### config.mk
export PLATFORM = sky130hd
export DESIGN_NAME = sadc_sequencer
export DESIGN_NICKNAME = d
export VERILOG_FILES = /design/src/verilog/sadc_pkg.sv /design/src/verilog/sadc_sequencer.sv
export SDC_FILE = /design/constraint.sdc
export NUM_CORES = 1
export LEC_CHECK = 0
export BUFFER_PORTS_ARGS = -buffer_cell sky130_fd_sc_hd__buf_2
export CORE_MARGIN = 5
export CORE_UTILIZATION = 46
export CTS_CLUSTER_SIZE = 8
export DETAILED_ROUTE_END_ITERATION = 7
export PLACE_DENSITY = 0.71
export REMOVE_ABC_BUFFERS = 1
export SYNTH_ARGS = -nofsm -noshare
export SYNTH_HDL_FRONTEND = slang
export SYNTH_SLANG_ARGS = --single-unit
### constraint.sdc
create_clock -name ref_clk -period 3 [get_ports ref_clk]
set_clock_uncertainty 0.05 [all_clocks]
set_input_delay 0.15 -clock ref_clk [delete_from_list [all_inputs] [get_ports ref_clk]]
set_output_delay 0.15 -clock ref_clk [all_outputs]
set_load 0.02 [all_outputs]
### src/verilog/sadc_pkg.sv
`default_nettype none
package sadc_pkg;
	// ----------------------------------------
	// register map (byte addresses)
	// ----------------------------------------
	localparam logic [7:0] MODE_OFFS = 8'h00; // converter_mode_reg
	localparam logic [7:0] RESULT_OFFS = 8'h04; // conversion_result_reg
	localparam logic [7:0] STAT_OFFS = 8'h08; // sticky event status, w1c
	localparam logic [7:0] MASK_OFFS = 8'h0C; // interrupt mask
	localparam logic [7:0] STATE_OFFS = 8'h10; // live converter state
	// ----------------------------------------
	// mode register field positions
	// ----------------------------------------
	localparam int MODE_RUN_POS = 0; // run / start bit
	localparam int MODE_HW_POS = 1; // 1: external trigger start
	localparam int MODE_SCAN_POS = 2; // scan_select_bit: 1 scan, 0 select
	localparam int MODE_CHAN_POS = 4; // channel / last scanned channel
	// ----------------------------------------
	// event bits in status and mask
	// ----------------------------------------
	localparam int EV_DONE_POS = 0; // result transferred
	localparam int EV_TRIG_POS = 1; // external trigger seen
	// ----------------------------------------
	// reset values
	// ----------------------------------------
	localparam logic [31:0] MODE_RST = 32'h0000_0000;
	localparam logic [1:0] MASK_RST = 2'h0;
	localparam logic [2:0] CHAN_RST = 3'h0; // first analog input after reset
	// ----------------------------------------
	// timing
	// ----------------------------------------
	localparam int CONV_TIME_NS = 30000; // one conversion, about 30 us
	localparam int CLK_PERIOD_NS = 8; // ref_clk at 125 MHz
	localparam int CONV_CYCLES = CONV_TIME_NS / CLK_PERIOD_NS; // longest time, rounds down
	localparam int CONV_STEPS = 9; // one sample step plus eight bit steps
	localparam int STEP_CYCLES = CONV_CYCLES / CONV_STEPS; // cycles per step
	// ----------------------------------------
	// types
	// ----------------------------------------
	typedef struct packed {
		logic [2:0] chan; // selected or last scanned channel
		logic scan; // scan_select_bit
		logic hw_start; // start source
		logic run; // start / stop
	} sadc_mode_t;
	typedef enum logic [2:0] {
		ST_IDLE,
		ST_WAIT_TRIG,
		ST_SAMPLE,
		ST_BIT,
		ST_DONE
	} sadc_state_t;
	typedef struct packed {
		logic [2:0] chan; // channel of the value
		logic [7:0] value; // converted code
	} sadc_result_t;
endpackage
`default_nettype wire

### src/verilog/sadc_sequencer.sv
// Summary of operation
// - successive approximation into 8-bit result register
// - eight inputs through mux, one at a time
// - conversion time about 30 us
// - hardware start on external trigger edge
// - software start by writing mode start bit
// - scan mode steps through inputs in turn
// - select mode converts one input repeatedly
// - mode register chooses source, mode, stop
// - done request except software-start select mode
// - done pulse usable for memory transfer service
// - mux starts on first input after reset
//
// Added by the designer: register access over AXI4-Lite and the placing of the registers.
`timescale 1ns/1ns
`default_nettype none
module sadc_sequencer #(
	parameter int STEP_LEN = sadc_pkg::STEP_CYCLES
) (
	input wire logic ref_clk,
	input wire logic sys_rst,
	// axi4-lite slave
	input wire logic [7:0] s_axi_awaddr,
	input wire logic s_axi_awvalid,
	output logic s_axi_awready,
	input wire logic [31:0] s_axi_wdata,
	input wire logic [3:0] s_axi_wstrb,
	input wire logic s_axi_wvalid,
	output logic s_axi_wready,
	output logic [1:0] s_axi_bresp,
	output logic s_axi_bvalid,
	input wire logic s_axi_bready,
	input wire logic [7:0] s_axi_araddr,
	input wire logic s_axi_arvalid,
	output logic s_axi_arready,
	output logic [31:0] s_axi_rdata,
	output logic [1:0] s_axi_rresp,
	output logic s_axi_rvalid,
	input wire logic s_axi_rready,
	// analog front end
	output logic [2:0] analog_inputs_sel,
	output logic analog_sample,
	output logic [7:0] dac_code,
	input wire logic comparator_hi,
	input wire logic ext_trigger_input,
	// events
	output logic conversion_done_irq,
	output logic irq
);
	import sadc_pkg::*;

	// ----------------------------------------
	// registers and state
	// ----------------------------------------
	sadc_mode_t converter_mode_reg; // software control
	sadc_result_t conversion_result_reg; // last finished value
	logic [1:0] ev_status; // sticky events
	logic [1:0] ev_mask; // interrupt enables
	sadc_state_t state; // sequencer state
	logic [15:0] step_cnt; // cycles left in a step
	logic [2:0] bit_idx; // bit under trial
	logic [7:0] trial; // successive approximation register
	logic [2:0] chan; // current mux channel
	logic trig_s1, trig_s2, trig_s3; // trigger synchroniser and edge
	logic cmp_s1, cmp_s2; // comparator synchroniser
	logic trig_edge; // rising edge of trigger
	logic done_pulse; // result written
	logic done_req; // done that raises the request
	logic step_end; // step counter expired

	// axi working signals
	logic aw_held, w_held; // address / data taken
	logic [7:0] wr_addr; // latched write address
	logic [31:0] wr_data; // latched write data
	logic [3:0] wr_strb; // latched byte enables
	logic wr_fire; // both halves present
	logic [31:0] next_rdata; // read mux

	// ----------------------------------------
	// input synchronisers
	// ----------------------------------------
	// two flops before use, third flop only for the edge
	always_ff @(posedge ref_clk) begin
		if (sys_rst) begin
			trig_s1 <= 1'b0;
			trig_s2 <= 1'b0;
			trig_s3 <= 1'b0;
			cmp_s1 <= 1'b0;
			cmp_s2 <= 1'b0;
		end else begin
			trig_s1 <= ext_trigger_input;
			trig_s2 <= trig_s1;
			trig_s3 <= trig_s2;
			cmp_s1 <= comparator_hi;
			cmp_s2 <= cmp_s1;
		end
	end

	assign trig_edge = trig_s2 && !trig_s3;

	// ----------------------------------------
	// axi write channel
	// ----------------------------------------
	// address and data taken in either order, one write at a time
	assign s_axi_awready = !aw_held && !s_axi_bvalid;
	assign s_axi_wready = !w_held && !s_axi_bvalid;
	assign wr_fire = aw_held && w_held && !s_axi_bvalid;
	assign s_axi_bresp = 2'h0;

	// capture address and data halves
	always_ff @(posedge ref_clk) begin
		if (sys_rst) begin
			aw_held <= 1'b0;
			w_held <= 1'b0;
			wr_addr <= 8'h00;
			wr_data <= 32'h0000_0000;
			wr_strb <= 4'h0;
		end else begin
			if (s_axi_awvalid && s_axi_awready) begin
				aw_held <= 1'b1;
				wr_addr <= s_axi_awaddr;
			end else if (wr_fire) begin
				aw_held <= 1'b0;
			end
			if (s_axi_wvalid && s_axi_wready) begin
				w_held <= 1'b1;
				wr_data <= s_axi_wdata;
				wr_strb <= s_axi_wstrb;
			end else if (wr_fire) begin
				w_held <= 1'b0;
			end
		end
	end

	// write response one cycle after both halves
	always_ff @(posedge ref_clk) begin
		if (sys_rst) begin
			s_axi_bvalid <= 1'b0;
		end else if (wr_fire) begin
			s_axi_bvalid <= 1'b1;
		end else if (s_axi_bready) begin
			s_axi_bvalid <= 1'b0;
		end
	end

	// ----------------------------------------
	// mode register
	// ----------------------------------------
	// only byte lane 0 holds fields; upper lanes ignored
	always_ff @(posedge ref_clk) begin
		if (sys_rst) begin
			converter_mode_reg <= sadc_mode_t'(MODE_RST[5:0]);
		end else if (wr_fire && wr_addr == MODE_OFFS && wr_strb[0]) begin
			converter_mode_reg.run <= wr_data[MODE_RUN_POS];
			converter_mode_reg.hw_start <= wr_data[MODE_HW_POS];
			converter_mode_reg.scan <= wr_data[MODE_SCAN_POS];
			converter_mode_reg.chan <= wr_data[MODE_CHAN_POS +: 3];
		end
	end

	// ----------------------------------------
	// event status and mask
	// ----------------------------------------
	// hardware set wins over a same-cycle write-one-to-clear
	always_ff @(posedge ref_clk) begin
		if (sys_rst) begin
			ev_status <= 2'h0;
		end else begin
			for (int i = 0; i < 2; i++) begin
				if ((i == EV_DONE_POS && done_req) || (i == EV_TRIG_POS && trig_edge)) begin
					ev_status[i] <= 1'b1;
				end else if (wr_fire && wr_addr == STAT_OFFS && wr_strb[0] && wr_data[i]) begin
					ev_status[i] <= 1'b0;
				end
			end
		end
	end

	// mask register
	always_ff @(posedge ref_clk) begin
		if (sys_rst) begin
			ev_mask <= MASK_RST;
		end else if (wr_fire && wr_addr == MASK_OFFS && wr_strb[0]) begin
			ev_mask <= wr_data[1:0];
		end
	end

	assign irq = |(ev_status & ev_mask);

	// ----------------------------------------
	// axi read channel
	// ----------------------------------------
	// result register has no bus write path, only the sequencer writes it
	always_comb begin
		next_rdata = 32'h0000_0000;
		case (s_axi_araddr)
			MODE_OFFS: next_rdata = {25'h0, converter_mode_reg.chan, 1'b0,
				converter_mode_reg.scan, converter_mode_reg.hw_start,
				converter_mode_reg.run};
			RESULT_OFFS: next_rdata = {21'h0, conversion_result_reg};
			STAT_OFFS: next_rdata = {30'h0, ev_status};
			MASK_OFFS: next_rdata = {30'h0, ev_mask};
			STATE_OFFS: next_rdata = {24'h0, 1'b0, chan, 1'b0, state};
			default: next_rdata = 32'h0000_0000; // unmapped reads zero
		endcase
	end

	assign s_axi_arready = !s_axi_rvalid;
	assign s_axi_rresp = 2'h0;

	// read data one cycle after address
	always_ff @(posedge ref_clk) begin
		if (sys_rst) begin
			s_axi_rvalid <= 1'b0;
			s_axi_rdata <= 32'h0000_0000;
		end else if (s_axi_arvalid && s_axi_arready) begin
			s_axi_rvalid <= 1'b1;
			s_axi_rdata <= next_rdata;
		end else if (s_axi_rready) begin
			s_axi_rvalid <= 1'b0;
		end
	end

	// ----------------------------------------
	// step timer
	// ----------------------------------------
	assign step_end = step_cnt == 16'h0000;

	// reload at each step, conversion spans nine steps
	always_ff @(posedge ref_clk) begin
		if (sys_rst || state == ST_IDLE || state == ST_WAIT_TRIG || state == ST_DONE) begin
			step_cnt <= 16'(STEP_LEN - 1);
		end else if (step_end) begin
			step_cnt <= 16'(STEP_LEN - 1);
		end else begin
			step_cnt <= step_cnt - 16'h0001;
		end
	end

	// ----------------------------------------
	// sequencer
	// ----------------------------------------
	// stop by clearing run aborts at once
	always_ff @(posedge ref_clk) begin
		if (sys_rst) begin
			state <= ST_IDLE;
			chan <= CHAN_RST;
			bit_idx <= 3'h7;
			trial <= 8'h00;
		end else if (!converter_mode_reg.run) begin
			state <= ST_IDLE;
		end else begin
			case (state)
				// wait for a start source
				ST_IDLE: begin
					if (converter_mode_reg.hw_start) begin
						state <= ST_WAIT_TRIG;
					end else begin
						state <= ST_SAMPLE;
						chan <= converter_mode_reg.scan ? 3'h0 : converter_mode_reg.chan;
					end
				end
				// armed, external trigger starts conversion
				ST_WAIT_TRIG: begin
					if (trig_edge) begin
						state <= ST_SAMPLE;
						chan <= converter_mode_reg.scan ? 3'h0 : converter_mode_reg.chan;
					end
				end
				// mux settles on the channel
				ST_SAMPLE: begin
					bit_idx <= 3'h7;
					trial <= 8'h80;
					if (step_end) begin
						state <= ST_BIT;
					end
				end
				// keep or drop the trial bit
				ST_BIT: begin
					if (step_end) begin
						trial[bit_idx] <= cmp_s2;
						if (bit_idx == 3'h0) begin
							state <= ST_DONE;
						end else begin
							trial[bit_idx - 3'h1] <= 1'b1;
							bit_idx <= bit_idx - 3'h1;
						end
					end
				end
				// result written, pick next channel
				ST_DONE: begin
					state <= ST_SAMPLE;
					if (converter_mode_reg.scan) begin
						// wrap to first input after last
						chan <= (chan >= converter_mode_reg.chan) ? 3'h0 : chan + 3'h1;
					end else begin
						chan <= converter_mode_reg.chan;
					end
				end
				default: state <= ST_IDLE;
			endcase
		end
	end

	// ----------------------------------------
	// result and completion request
	// ----------------------------------------
	assign done_pulse = state == ST_DONE && converter_mode_reg.run;
	// no request in software-start select mode
	assign done_req = done_pulse && (converter_mode_reg.hw_start || converter_mode_reg.scan);

	// result transfer
	always_ff @(posedge ref_clk) begin
		if (sys_rst) begin
			conversion_result_reg <= '0;
		end else if (done_pulse) begin
			conversion_result_reg.value <= trial;
			conversion_result_reg.chan <= chan;
		end
	end

	// one-cycle pulse for the transfer service
	always_ff @(posedge ref_clk) begin
		if (sys_rst) begin
			conversion_done_irq <= 1'b0;
		end else begin
			conversion_done_irq <= done_req;
		end
	end

	// ----------------------------------------
	// analog front end drive
	// ----------------------------------------
	// mux follows the current channel
	always_ff @(posedge ref_clk) begin
		if (sys_rst) begin
			analog_inputs_sel <= CHAN_RST;
			analog_sample <= 1'b0;
			dac_code <= 8'h00;
		end else begin
			analog_inputs_sel <= chan;
			analog_sample <= state == ST_SAMPLE;
			dac_code <= trial;
		end
	end
endmodule
`default_nettype wire
==> metrics, run 1 <==
worst setup path class=reg2reg; WP data required=3.21 ns; VDD IR-drop max=between 0.2 and 0.25 mV; CTS Buffer Depth=2; Max-Cap Viols=0; CP arrival=~2.9 ns; sw frac=25.8%; Synth area leaders=dfxtp_1 45%, nand2_1 6.7%, mux2i_1 5.1%, a21oi_1 4.7%, buf_4 4.1%; Design Area, Final=between 5000 and 6000 um2; initial antenna violation count=0; Area Growth Syn to Fin=14.4%; post-synth top area share=between 40 and 50%; Fin Setup TNS=0 ns; part of the power in combinational logic=7.4%; CTS tree=yes; DRT Wirelength=9550 um; Residual DRC=0; layout cells sized above 1=14.5%; gpl congestion=just under 0.9; WL/cell=12.9 um; Post-DP HPWL=between 6000 and 7000 um; commonest register cell after synthesis=dfxtp_1; CP Capture Type=flop; Synth cell types=57; clk sinks=102; Rows=36; Leak=2.08 nW; GR Overflow Total=0; yosys warns=0; IO buf count=roughly 60; count of buffer and inverter cells on the critical path=1; Sw Pwr=between 0.6 and 0.7 mW; Crit-path slowest cell=dfxtp_1; clk_lat worst skew=approximately 0.37 ns; ant diodes=0; most common cell in the netlist=dfxtp_1; DRT iter0 DRCs=172; IO Pins=between 100 and 150; Slew HR=between 40% and 50%; Worst Slack Setup Final=0.336 ns; largest net degree at the start of global routing=33; cells after synthesis=537; clock power share=between 30 and 40%; Worst path max stage delay=0.68 ns; die span in y=110 um; startpoint class of the critical path=flop; CORE AREA=9730 um2; Antenna Nets Post-Route=0; Starting Density=46.8%; critical path cell sequence=clkinv_1 -> ha_1 -> nand2b_1 -> mux2i_1 -> nor2b_1 -> a211oi_1 -> o41ai_1; Pre-antenna DRT Iters=5; vias=3748; register share of total power=58.7%; Synth Cell Area=~4600 um2; run status=finished, final reports clean; final-stage net count=670; Post-synth top cells=102 x dfxtp_1, 81 x nand2_1, 50 x nor2_1, 43 x a21oi_1, 25 x buf_4; pre-CTS setup slack=roughly 0.42 ns; H-tree levels=3; Die ar.=12000 um2; fin. max-slew vios=0; Die W=110 um; cts bufs inserted=9; min Tclk post-route=2.66 ns; EDFF count, synth=0; Pwr per Cell Area=455 nW/um2; vias in the first global route=3539; global-route wire length before repair=15700 um; Clock Pin Slew Worst Setup and Hold Paths=roughly 0.1 ns; Seq/Total Area, Yosys=44.8%; Area after DPL=4840 um2; cell class contributing the biggest share of worst-path delay=flip-flops; Hold Crit Class=in2reg; final hold violations=0; Worst-Margin Slew=0.757 ns; CP max FO=17; Root Buffer=clkbuf_8; max reg flops=16; post-synthesis async set-or-reset flop share=0%; internal power=1.76 mW; fin crit share=around nine tenths; fmax=approximately 380 MHz; #FFs+latches synth=102; RSZ-0062 raised after global routing=false; largest area contributor in the netlist=dfxtp_1; total track usage=16.3%; vias per cell=between 5 and 6; endpoints failing setup=0; synthesized area per cell=8.48 um2
-- final timing paths --
| kind | start | end | slack, ns | cells after the start |
|---|---|---|---|---|
| hold reg to reg | step_cnt[0] | step_cnt[0] | 0.39 | 1 |
| setup / recovery | bit_idx[0] | trial[6] | 0.34 | 7 |
| setup reg to reg | bit_idx[0] | trial[6] | 0.34 | 7 |
| hold / removal | s_axi_arvalid | s_axi_rvalid | 0.03 | 3 |
-- what timing repair did --
action,in CTS,in global routing
gates resized for setup,0,0
hold buffers,19,0
hold endpoints to repair,19,0
setup buffers,0,0
-- worst register-to-register path, delay by kind of cell, from the launching register on --
family          cells  cell delay [ns]
compound gates      2             0.48
buf+inv             1             0.40
flops               1             0.68
simple gates        2             0.37
fa+ha+maj           1             0.36
mux                 1             0.22
-- power groups by stage --
stage          Sequential (mW)  Clock, mW  Combinational, mW
2_1_floorplan             1.42          0             0.0914
6_report                  1.39      0.802              0.177
4_1_cts                   1.39      0.829              0.177
3_3_place_gp              1.42          0              0.155
5_1_grt                   1.40      0.878              0.196
3_5_place_dp              1.42          0              0.158
-- per-layer routing --
metal / part of all wire [%] / track usage [%]
met5: 0 / 0
met3: 5.8 / 2.88
met4: 1.4 / 6.23
met2: 45 / 27.4
met1: 48 / 20.7
-- placed cells by master, fill, tap and decap left out, drive strengths merged, types with 10 or more instances in the layout --
cell and count:
nand2 81, nand2b 11, buf 63, mux2i 23, dlygate4sd3 19, a21oi 43
o21ai 20, nor2b 20, conb 25, clkbuf 10, dfxtp 102, nand3 14
inv 14, nor3 11, nor2 50
-- per-stage QoR --
| step | power [mW] | hold WS (ns) | util (%) | std cells |
|---|---|---|---|---|
| 6_report | 2.37 | 0.0274 | 53.6 | 740 |
| 3_3_place_gp | 1.58 | 0.289 | 49.8 | 705 |
| 4_1_cts | 2.40 | 0.00939 | 53.6 | 740 |
| 2_1_floorplan | 1.52 | 0.165 | - | 509 |
| 3_5_place_dp | 1.58 | 0.291 | 49.8 | 705 |
| 5_1_grt | 2.47 | 0.0165 | 53.6 | 740 |
-- logic make-up after synthesis --
| kind of cell | after synthesis | synth area share, % |
|---|---|---|
| other cells | 1 | 0.0823 |
| compound gates | 106 | 14.7 |
| simple gates | 222 | 23.7 |
| xor+xnor | 9 | 1.73 |
| buf+inv | 65 | 7.47 |
| mux | 25 | 5.55 |
| flops | 102 | 44.8 |
| fa+ha+maj | 7 | 1.92 |
-- cell type report --
cell class	count	area [um2]
fillers	928	4520
multi-input cells	394	2260
flip-flops and latches	102	2040
repair buffers	82	510
well taps	133	166
clock buffers	10	128
clock inverters	6	55.1
inverters	13	48.8
(Power assumes the default switching activity.)
==> inputs of run 2 (changes only) <==
--- a/config.mk
+++ b/config.mk
@@ -7,10 +7,9 @@
 export LEC_CHECK = 0
 export BUFFER_PORTS_ARGS = -buffer_cell sky130_fd_sc_hd__buf_2
 export CORE_MARGIN = 5
-export CORE_UTILIZATION = 46
+export CORE_UTILIZATION = 40
 export CTS_CLUSTER_SIZE = 8
 export DETAILED_ROUTE_END_ITERATION = 7
-export PLACE_DENSITY = 0.71
 export REMOVE_ABC_BUFFERS = 1
 export SYNTH_ARGS = -nofsm -noshare
 export SYNTH_HDL_FRONTEND = slang
==> metrics, run 2 (synthesis gave the netlist of run 1 again) <==
run status=finished, final reports clean; Pre-antenna DRT Iters=4 (-1); startpoint class of the critical path=flop; Worst-Margin Slew=0.734 ns (-0.0228 ns); CP arrival=2.48 ns (-0.39 ns); VDD IR-drop max=0.254 mV (+2.0%); DR WL met3=595 um (+7.2%); vias in the first global route=3477 (-1.8%); Leak=2.11 nW (+1.7%); clk_lat worst skew=0.34 ns (-0.03 ns); fin. max-slew vios=0 (unchanged); IO buf count=61 (unchanged); Max-Cap Viols=0 (unchanged); min-delay src=s_axi_wdata[6]; ant diodes=0 (unchanged); Starting Density=40.4% (-6.4 points); GR Overflow Total=0 (unchanged); IO Pins=116 (unchanged); Post-DP HPWL=7190 um (+4.3%); Area Growth Syn to Fin=16.1%; highest routed layer=met4; Die W=117 um (+6.6%); Worst Hold Endpoint=wr_data[6]; Slew HR=50.9% (+1.5 points); reg2reg start=step_cnt[0]; Met1 Wirelength=4780 um (+4.9%); Worst path max stage delay=0.42 ns (-0.26 ns); clk sinks=102 (unchanged); RR Endpoint=trial[4]; Min Hold Slack=0.00464 ns (-0.0228 ns); Post-Layout Cell Count=745 (+0.68%); WP data required=3.19 ns (-0.02 ns); largest net degree at the start of global routing=30 (-9.1%); reg2reg path depth=6 (-1); WL met2=4540 um (+5.2%); CP max FO=13 (-4); Clock Pin Slew Worst Setup and Hold Paths=0.07 ns (-0.03 ns); CTS tree=yes; global-route wire length before repair=16600 um (+5.4%); Antenna Nets Post-Route=0 (unchanged); hold_buf cts=13 (-6); most frequent cells in the layout=102 x dfxtp_1, 81 x nand2_1, 61 x buf_2, 50 x nor2_1, 43 x a21oi_1; CTS Buffer Depth=2 (unchanged); post_cts resized=0 (unchanged); Crit-path slowest cell=a21o_1; vias=3738 (-0.27%); CORE AREA=11300 um2 (+16%); RSZ-0062 raised after global routing=false; H-tree levels=3 (unchanged); Residual DRC=0 (unchanged); Fin Setup TNS=0 ns (unchanged); Hold Crit Class=in2reg; die span in y=117 um (+6.6%); DP Cell Count=716 (+1.6%); min Tclk post-route=2.29 ns (-0.375 ns); gpl congestion=0.826 (-5.9%); DRT Wirelength=9950 um (+4.1%); Root Buffer=clkbuf_16; most common cell after layout, fill and taps aside=dfxtp_1; DRT iter0 DRCs=199 (+16%); critical path cell sequence=inv_1 -> ha_1 -> nor3b_2 -> nand4_1 -> a21o_1 -> o41ai_1; filler instances=1096 (+18%); cts bufs inserted=9 (unchanged); endpoints failing setup=0 (unchanged); fmax=437 MHz (+16%); vias per cell=5.02 (-0.94%); total track usage=15.1% (-1.2 points); layout cells sized above 1=14.8% (+0.29 points); final hold violations=0 (unchanged); fin crit share=76.3% (-12 points); max reg flops=16 (unchanged); Rows=39 (+8.3%); Die ar.=13600 um2 (+14%); CP Capture Type=flop; Hold Path Depth=3 (unchanged); WL/cell=13.3 um (+3.4%); initial antenna violation count=0 (unchanged); final-stage net count=665 (-0.75%); setup repair bufs after CTS=0 (unchanged); Pwr per Cell Area=516 nW/um2 (+14%); worst reg-to-reg setup slack=0.71 ns (+0.37 ns); worst setup path class=reg2reg
## run 2: layer usage
layer / vias up / global-route usage, %
li1: 1918 / -
met1: 1733 / 20.0
met2: 83 / 24.4
met3: 4 / 3.83
met4: 0 / 4.28
met5: - / 0
## run 2: worst max-delay path, delay by kind of cell (launching register included)
| family | cells | cell delay (ns) |
|---|---|---|
| DFF | 1 | 0.34 |
| buffers and inverters | 1 | 0.07 |
| AOI/OAI and AO/OA | 2 | 0.81 |
| adders and majority gates | 1 | 0.17 |
| and+or+nand+nor | 2 | 0.74 |
## run 2: layout make-up
cell class	count	area, um2	area share (%)
repair buffers	77	458	8.66
inverters	13	48.8	0.922
multi-input cells	394	2260	42.8
flip-flops and latches	102	2040	38.6
clock inverters	5	56.3	1.06
clock buffers	11	243	4.59
well taps	143	179	3.38
## run 2: per-stage QoR
| stage | total power, mW | util, % | instance area (um2) | setup WS, ns |
|---|---|---|---|---|
| final | 2.73 | 46.9 | 5290 | 0.711 |
| after global routing | 2.84 | 46.9 | 5290 | 0.464 |
| after CTS | 2.77 | 46.9 | 5290 | 0.700 |
| after detailed placement | 1.58 | 43.1 | 4860 | 0.745 |
| after global placement | 1.58 | 43.1 | 4860 | 0.781 |
| after floorplan | 1.52 | - | 4350 | 0.826 |
## run 2: report_power, final
group / leakage, nW / total [mW] / internal (mW) / switching (mW)
sequential: 0.826 / 1.39 / 1.38 / 0.0163
combinational: 1.14 / 0.171 / 0.0629 / 0.108
clock: 0.146 / 1.17 / 0.670 / 0.497
total: 2.11 / 2.73 / 2.11 / 0.622
## run 2: how the worst max path moves through the flow
stage / start / endpoint / slack, ns
floorplan: bit_idx[0] / trial[6] / 0.83
global placement: step_cnt[0] / trial[4] / 0.78
detailed placement: step_cnt[0] / trial[4] / 0.75
CTS: step_cnt[0] / trial[4] / 0.70
global route: step_cnt[0] / trial[4] / 0.46
finish: step_cnt[0] / trial[4] / 0.71
==> inputs of run 3 (changes only) <==
==> constraint.sdc (replaced) <==
create_clock -name ref_clk -period 2.15 [get_ports ref_clk]
set_clock_uncertainty 0.05 [all_clocks]
set_input_delay 0.1075 -clock ref_clk [delete_from_list [all_inputs] [get_ports ref_clk]]
set_output_delay 0.1075 -clock ref_clk [all_outputs]
set_load 0.02 [all_outputs]
==> metrics, run 3 (synthesis gave the netlist of run 1 again) <==
min Tclk post-route=2.01 ns (-0.283 ns); largest net degree at the start of global routing=31 (+3.3%); most frequent cells in the layout=102 x dfxtp_1, 81 x nand2_1, 61 x buf_2, 50 x nor2_1, 43 x a21oi_1; CP arrival=2.21 ns (-0.27 ns); CTS tree=yes; endpoints failing setup=0 (unchanged); run status=finished, final reports clean; Design Area, Final=5480 um2 (+3.6%); CTS Buffer Depth=2 (unchanged); GR Overflow Total=0 (unchanged); critical path cell sequence=inv_1 -> ha_1 -> nand2b_1 -> a21o_1 -> a2111oi_4 -> a221oi_1 -> a211oi_1; Root Buffer=clkbuf_16; fin. max-slew vios=0 (unchanged); Hold Crit Class=in2reg; reg2reg path depth=7 (+1); CP max FO=4 (-9); Clock Pin Slew Worst Setup and Hold Paths=0.07 ns (about the same); max reg flops=16 (unchanged); Crit-path slowest cell=a2111oi_4; Die W=117 um (unchanged); vias=3779 (+1.1%); Worst-Margin Slew=0.601 ns (-0.133 ns); Max-Cap Viols=0 (unchanged); Post-DP HPWL=7310 um (+1.6%); Rows=39 (unchanged); WP data required=2.35 ns (-0.84 ns); Worst path max stage delay=0.43 ns (about the same); Area Growth Syn to Fin=20.3%; ant diodes=0 (unchanged); vias per cell=4.95 (-1.4%); fmax=499 MHz (+14%); CP Capture Type=flop; VDD IR-drop max=0.496 mV (+95%); Starting Density=40.4% (unchanged); fin crit share=93.3% (+17 points); Slew HR=59.5% (+8.6 points); Hold Path Depth=3 (unchanged); Pwr per Cell Area=710 nW/um2 (+37%); Power Total=3.89 mW (+42%); clk_lat worst skew=0.34 ns (about the same); IO Pins=116 (unchanged); final hold violations=0 (unchanged); global-route wire length before repair=16900 um (+1.8%); clk sinks=102 (unchanged); gpl congestion=0.817 (-1.1%); WL/cell=13.2 um (-1.3%); Die ar.=13600 um2 (unchanged); IO buf count=61 (unchanged); Worst Slack Setup Final=0.144 ns (-0.567 ns); final-stage net count=684 (+2.9%); Post-Route Utilization=48.6% (+1.7 points); initial antenna violation count=0 (unchanged); Leak=2.21 nW (+4.6%); Antenna Nets Post-Route=0 (unchanged); cts bufs inserted=9 (unchanged); pre-CTS setup slack=0.0768 ns (-0.668 ns); CORE AREA=11300 um2 (unchanged); die span in y=117 um (unchanged); worst setup path class=reg2reg; H-tree levels=3 (unchanged); Pre-antenna DRT Iters=4 (unchanged); startpoint class of the critical path=flop; total track usage=15.2% (+0.12 points); vias in the first global route=3535 (+1.7%); DRT iter0 DRCs=181 (-9.0%); Area after DPL=4930 um2 (+1.4%); DRT Wirelength=10100 um (+1.3%); Residual DRC=0 (unchanged); most common cell after layout, fill and taps aside=dfxtp_1; layout cells sized above 1=16.4% (+1.6 points)
## run 3: cell types whose count changed in the layout (fill, tap and decap cells not counted), sizes merged
cell,previous run,this run
clkinv,3,2
clkinvlp,1,0
dlygate4sd3,13,20
inv,13,16
buf,64,76
clkbuf,11,10
## run 3: layer usage
| metal | global-route usage, % | up-vias | part of all wire [%] |
|---|---|---|---|
| met5 | 0 | - | 0 |
| met4 | 3.44 | 0 | 1.1 |
| met3 | 3.26 | 11 | 5.7 |
| met2 | 24.0 | 93 | 45 |
| met1 | 21.4 | 1717 | 48 |
| li1 | - | 1958 | - |
## run 3: final cells by class
cell class	count	area, um2
repair buffers	96	618
fillers	1077	5790
clock inverters	6	76.3
well taps	143	179
flip-flops and latches	102	2040
inverters	13	48.8
clock buffers	10	239
multi-input cells	394	2280
## run 3: path summary, 6_finish.rpt
check	slack (ns)	to	start
setup / recovery	0.14	chan[0]	chan[0]
hold / removal	0.03	s_axi_rdata[1]	s_axi_araddr[3]
setup reg to reg	0.14	chan[0]	chan[0]
hold reg to reg	0.39	trig_s2	trig_s1
## run 3: where the power goes
group,internal (mW),switching [mW]
clock,0.958,0.738
combinational,0.0983,0.151
sequential,1.92,0.0228
## run 3: what timing repair did
item | in CTS | in global routing
endpoints found under the setup margin | 0 | 7
hold buffers | 20 | 0
hold endpoints to repair | 19 | 0
gates resized for setup | 0 | 1
buffers inserted | 0 | 3
## run 3: worst max-delay path: cells and delay by family, from the launching register on
family	cells	cell delay, ns
buffers and inverters	1	0.10
DFF	1	0.37
and+or+nand+nor	1	0.14
adders and majority gates	1	0.27
AOI/OAI and AO/OA	4	0.99
## run 3: metrics by stage
| step | hold WS, ns | instances | setup TNS (ns) |
|---|---|---|---|
| after floorplan | 0.122 | 509 | -0.0241 |
| after global placement | 0.245 | 725 | 0 |
| after detailed placement | 0.251 | 725 | 0 |
| after CTS | 0.0216 | 761 | 0 |
| after global routing | 0.0452 | 764 | -0.0152 |
| final | 0.0333 | 764 | 0 |
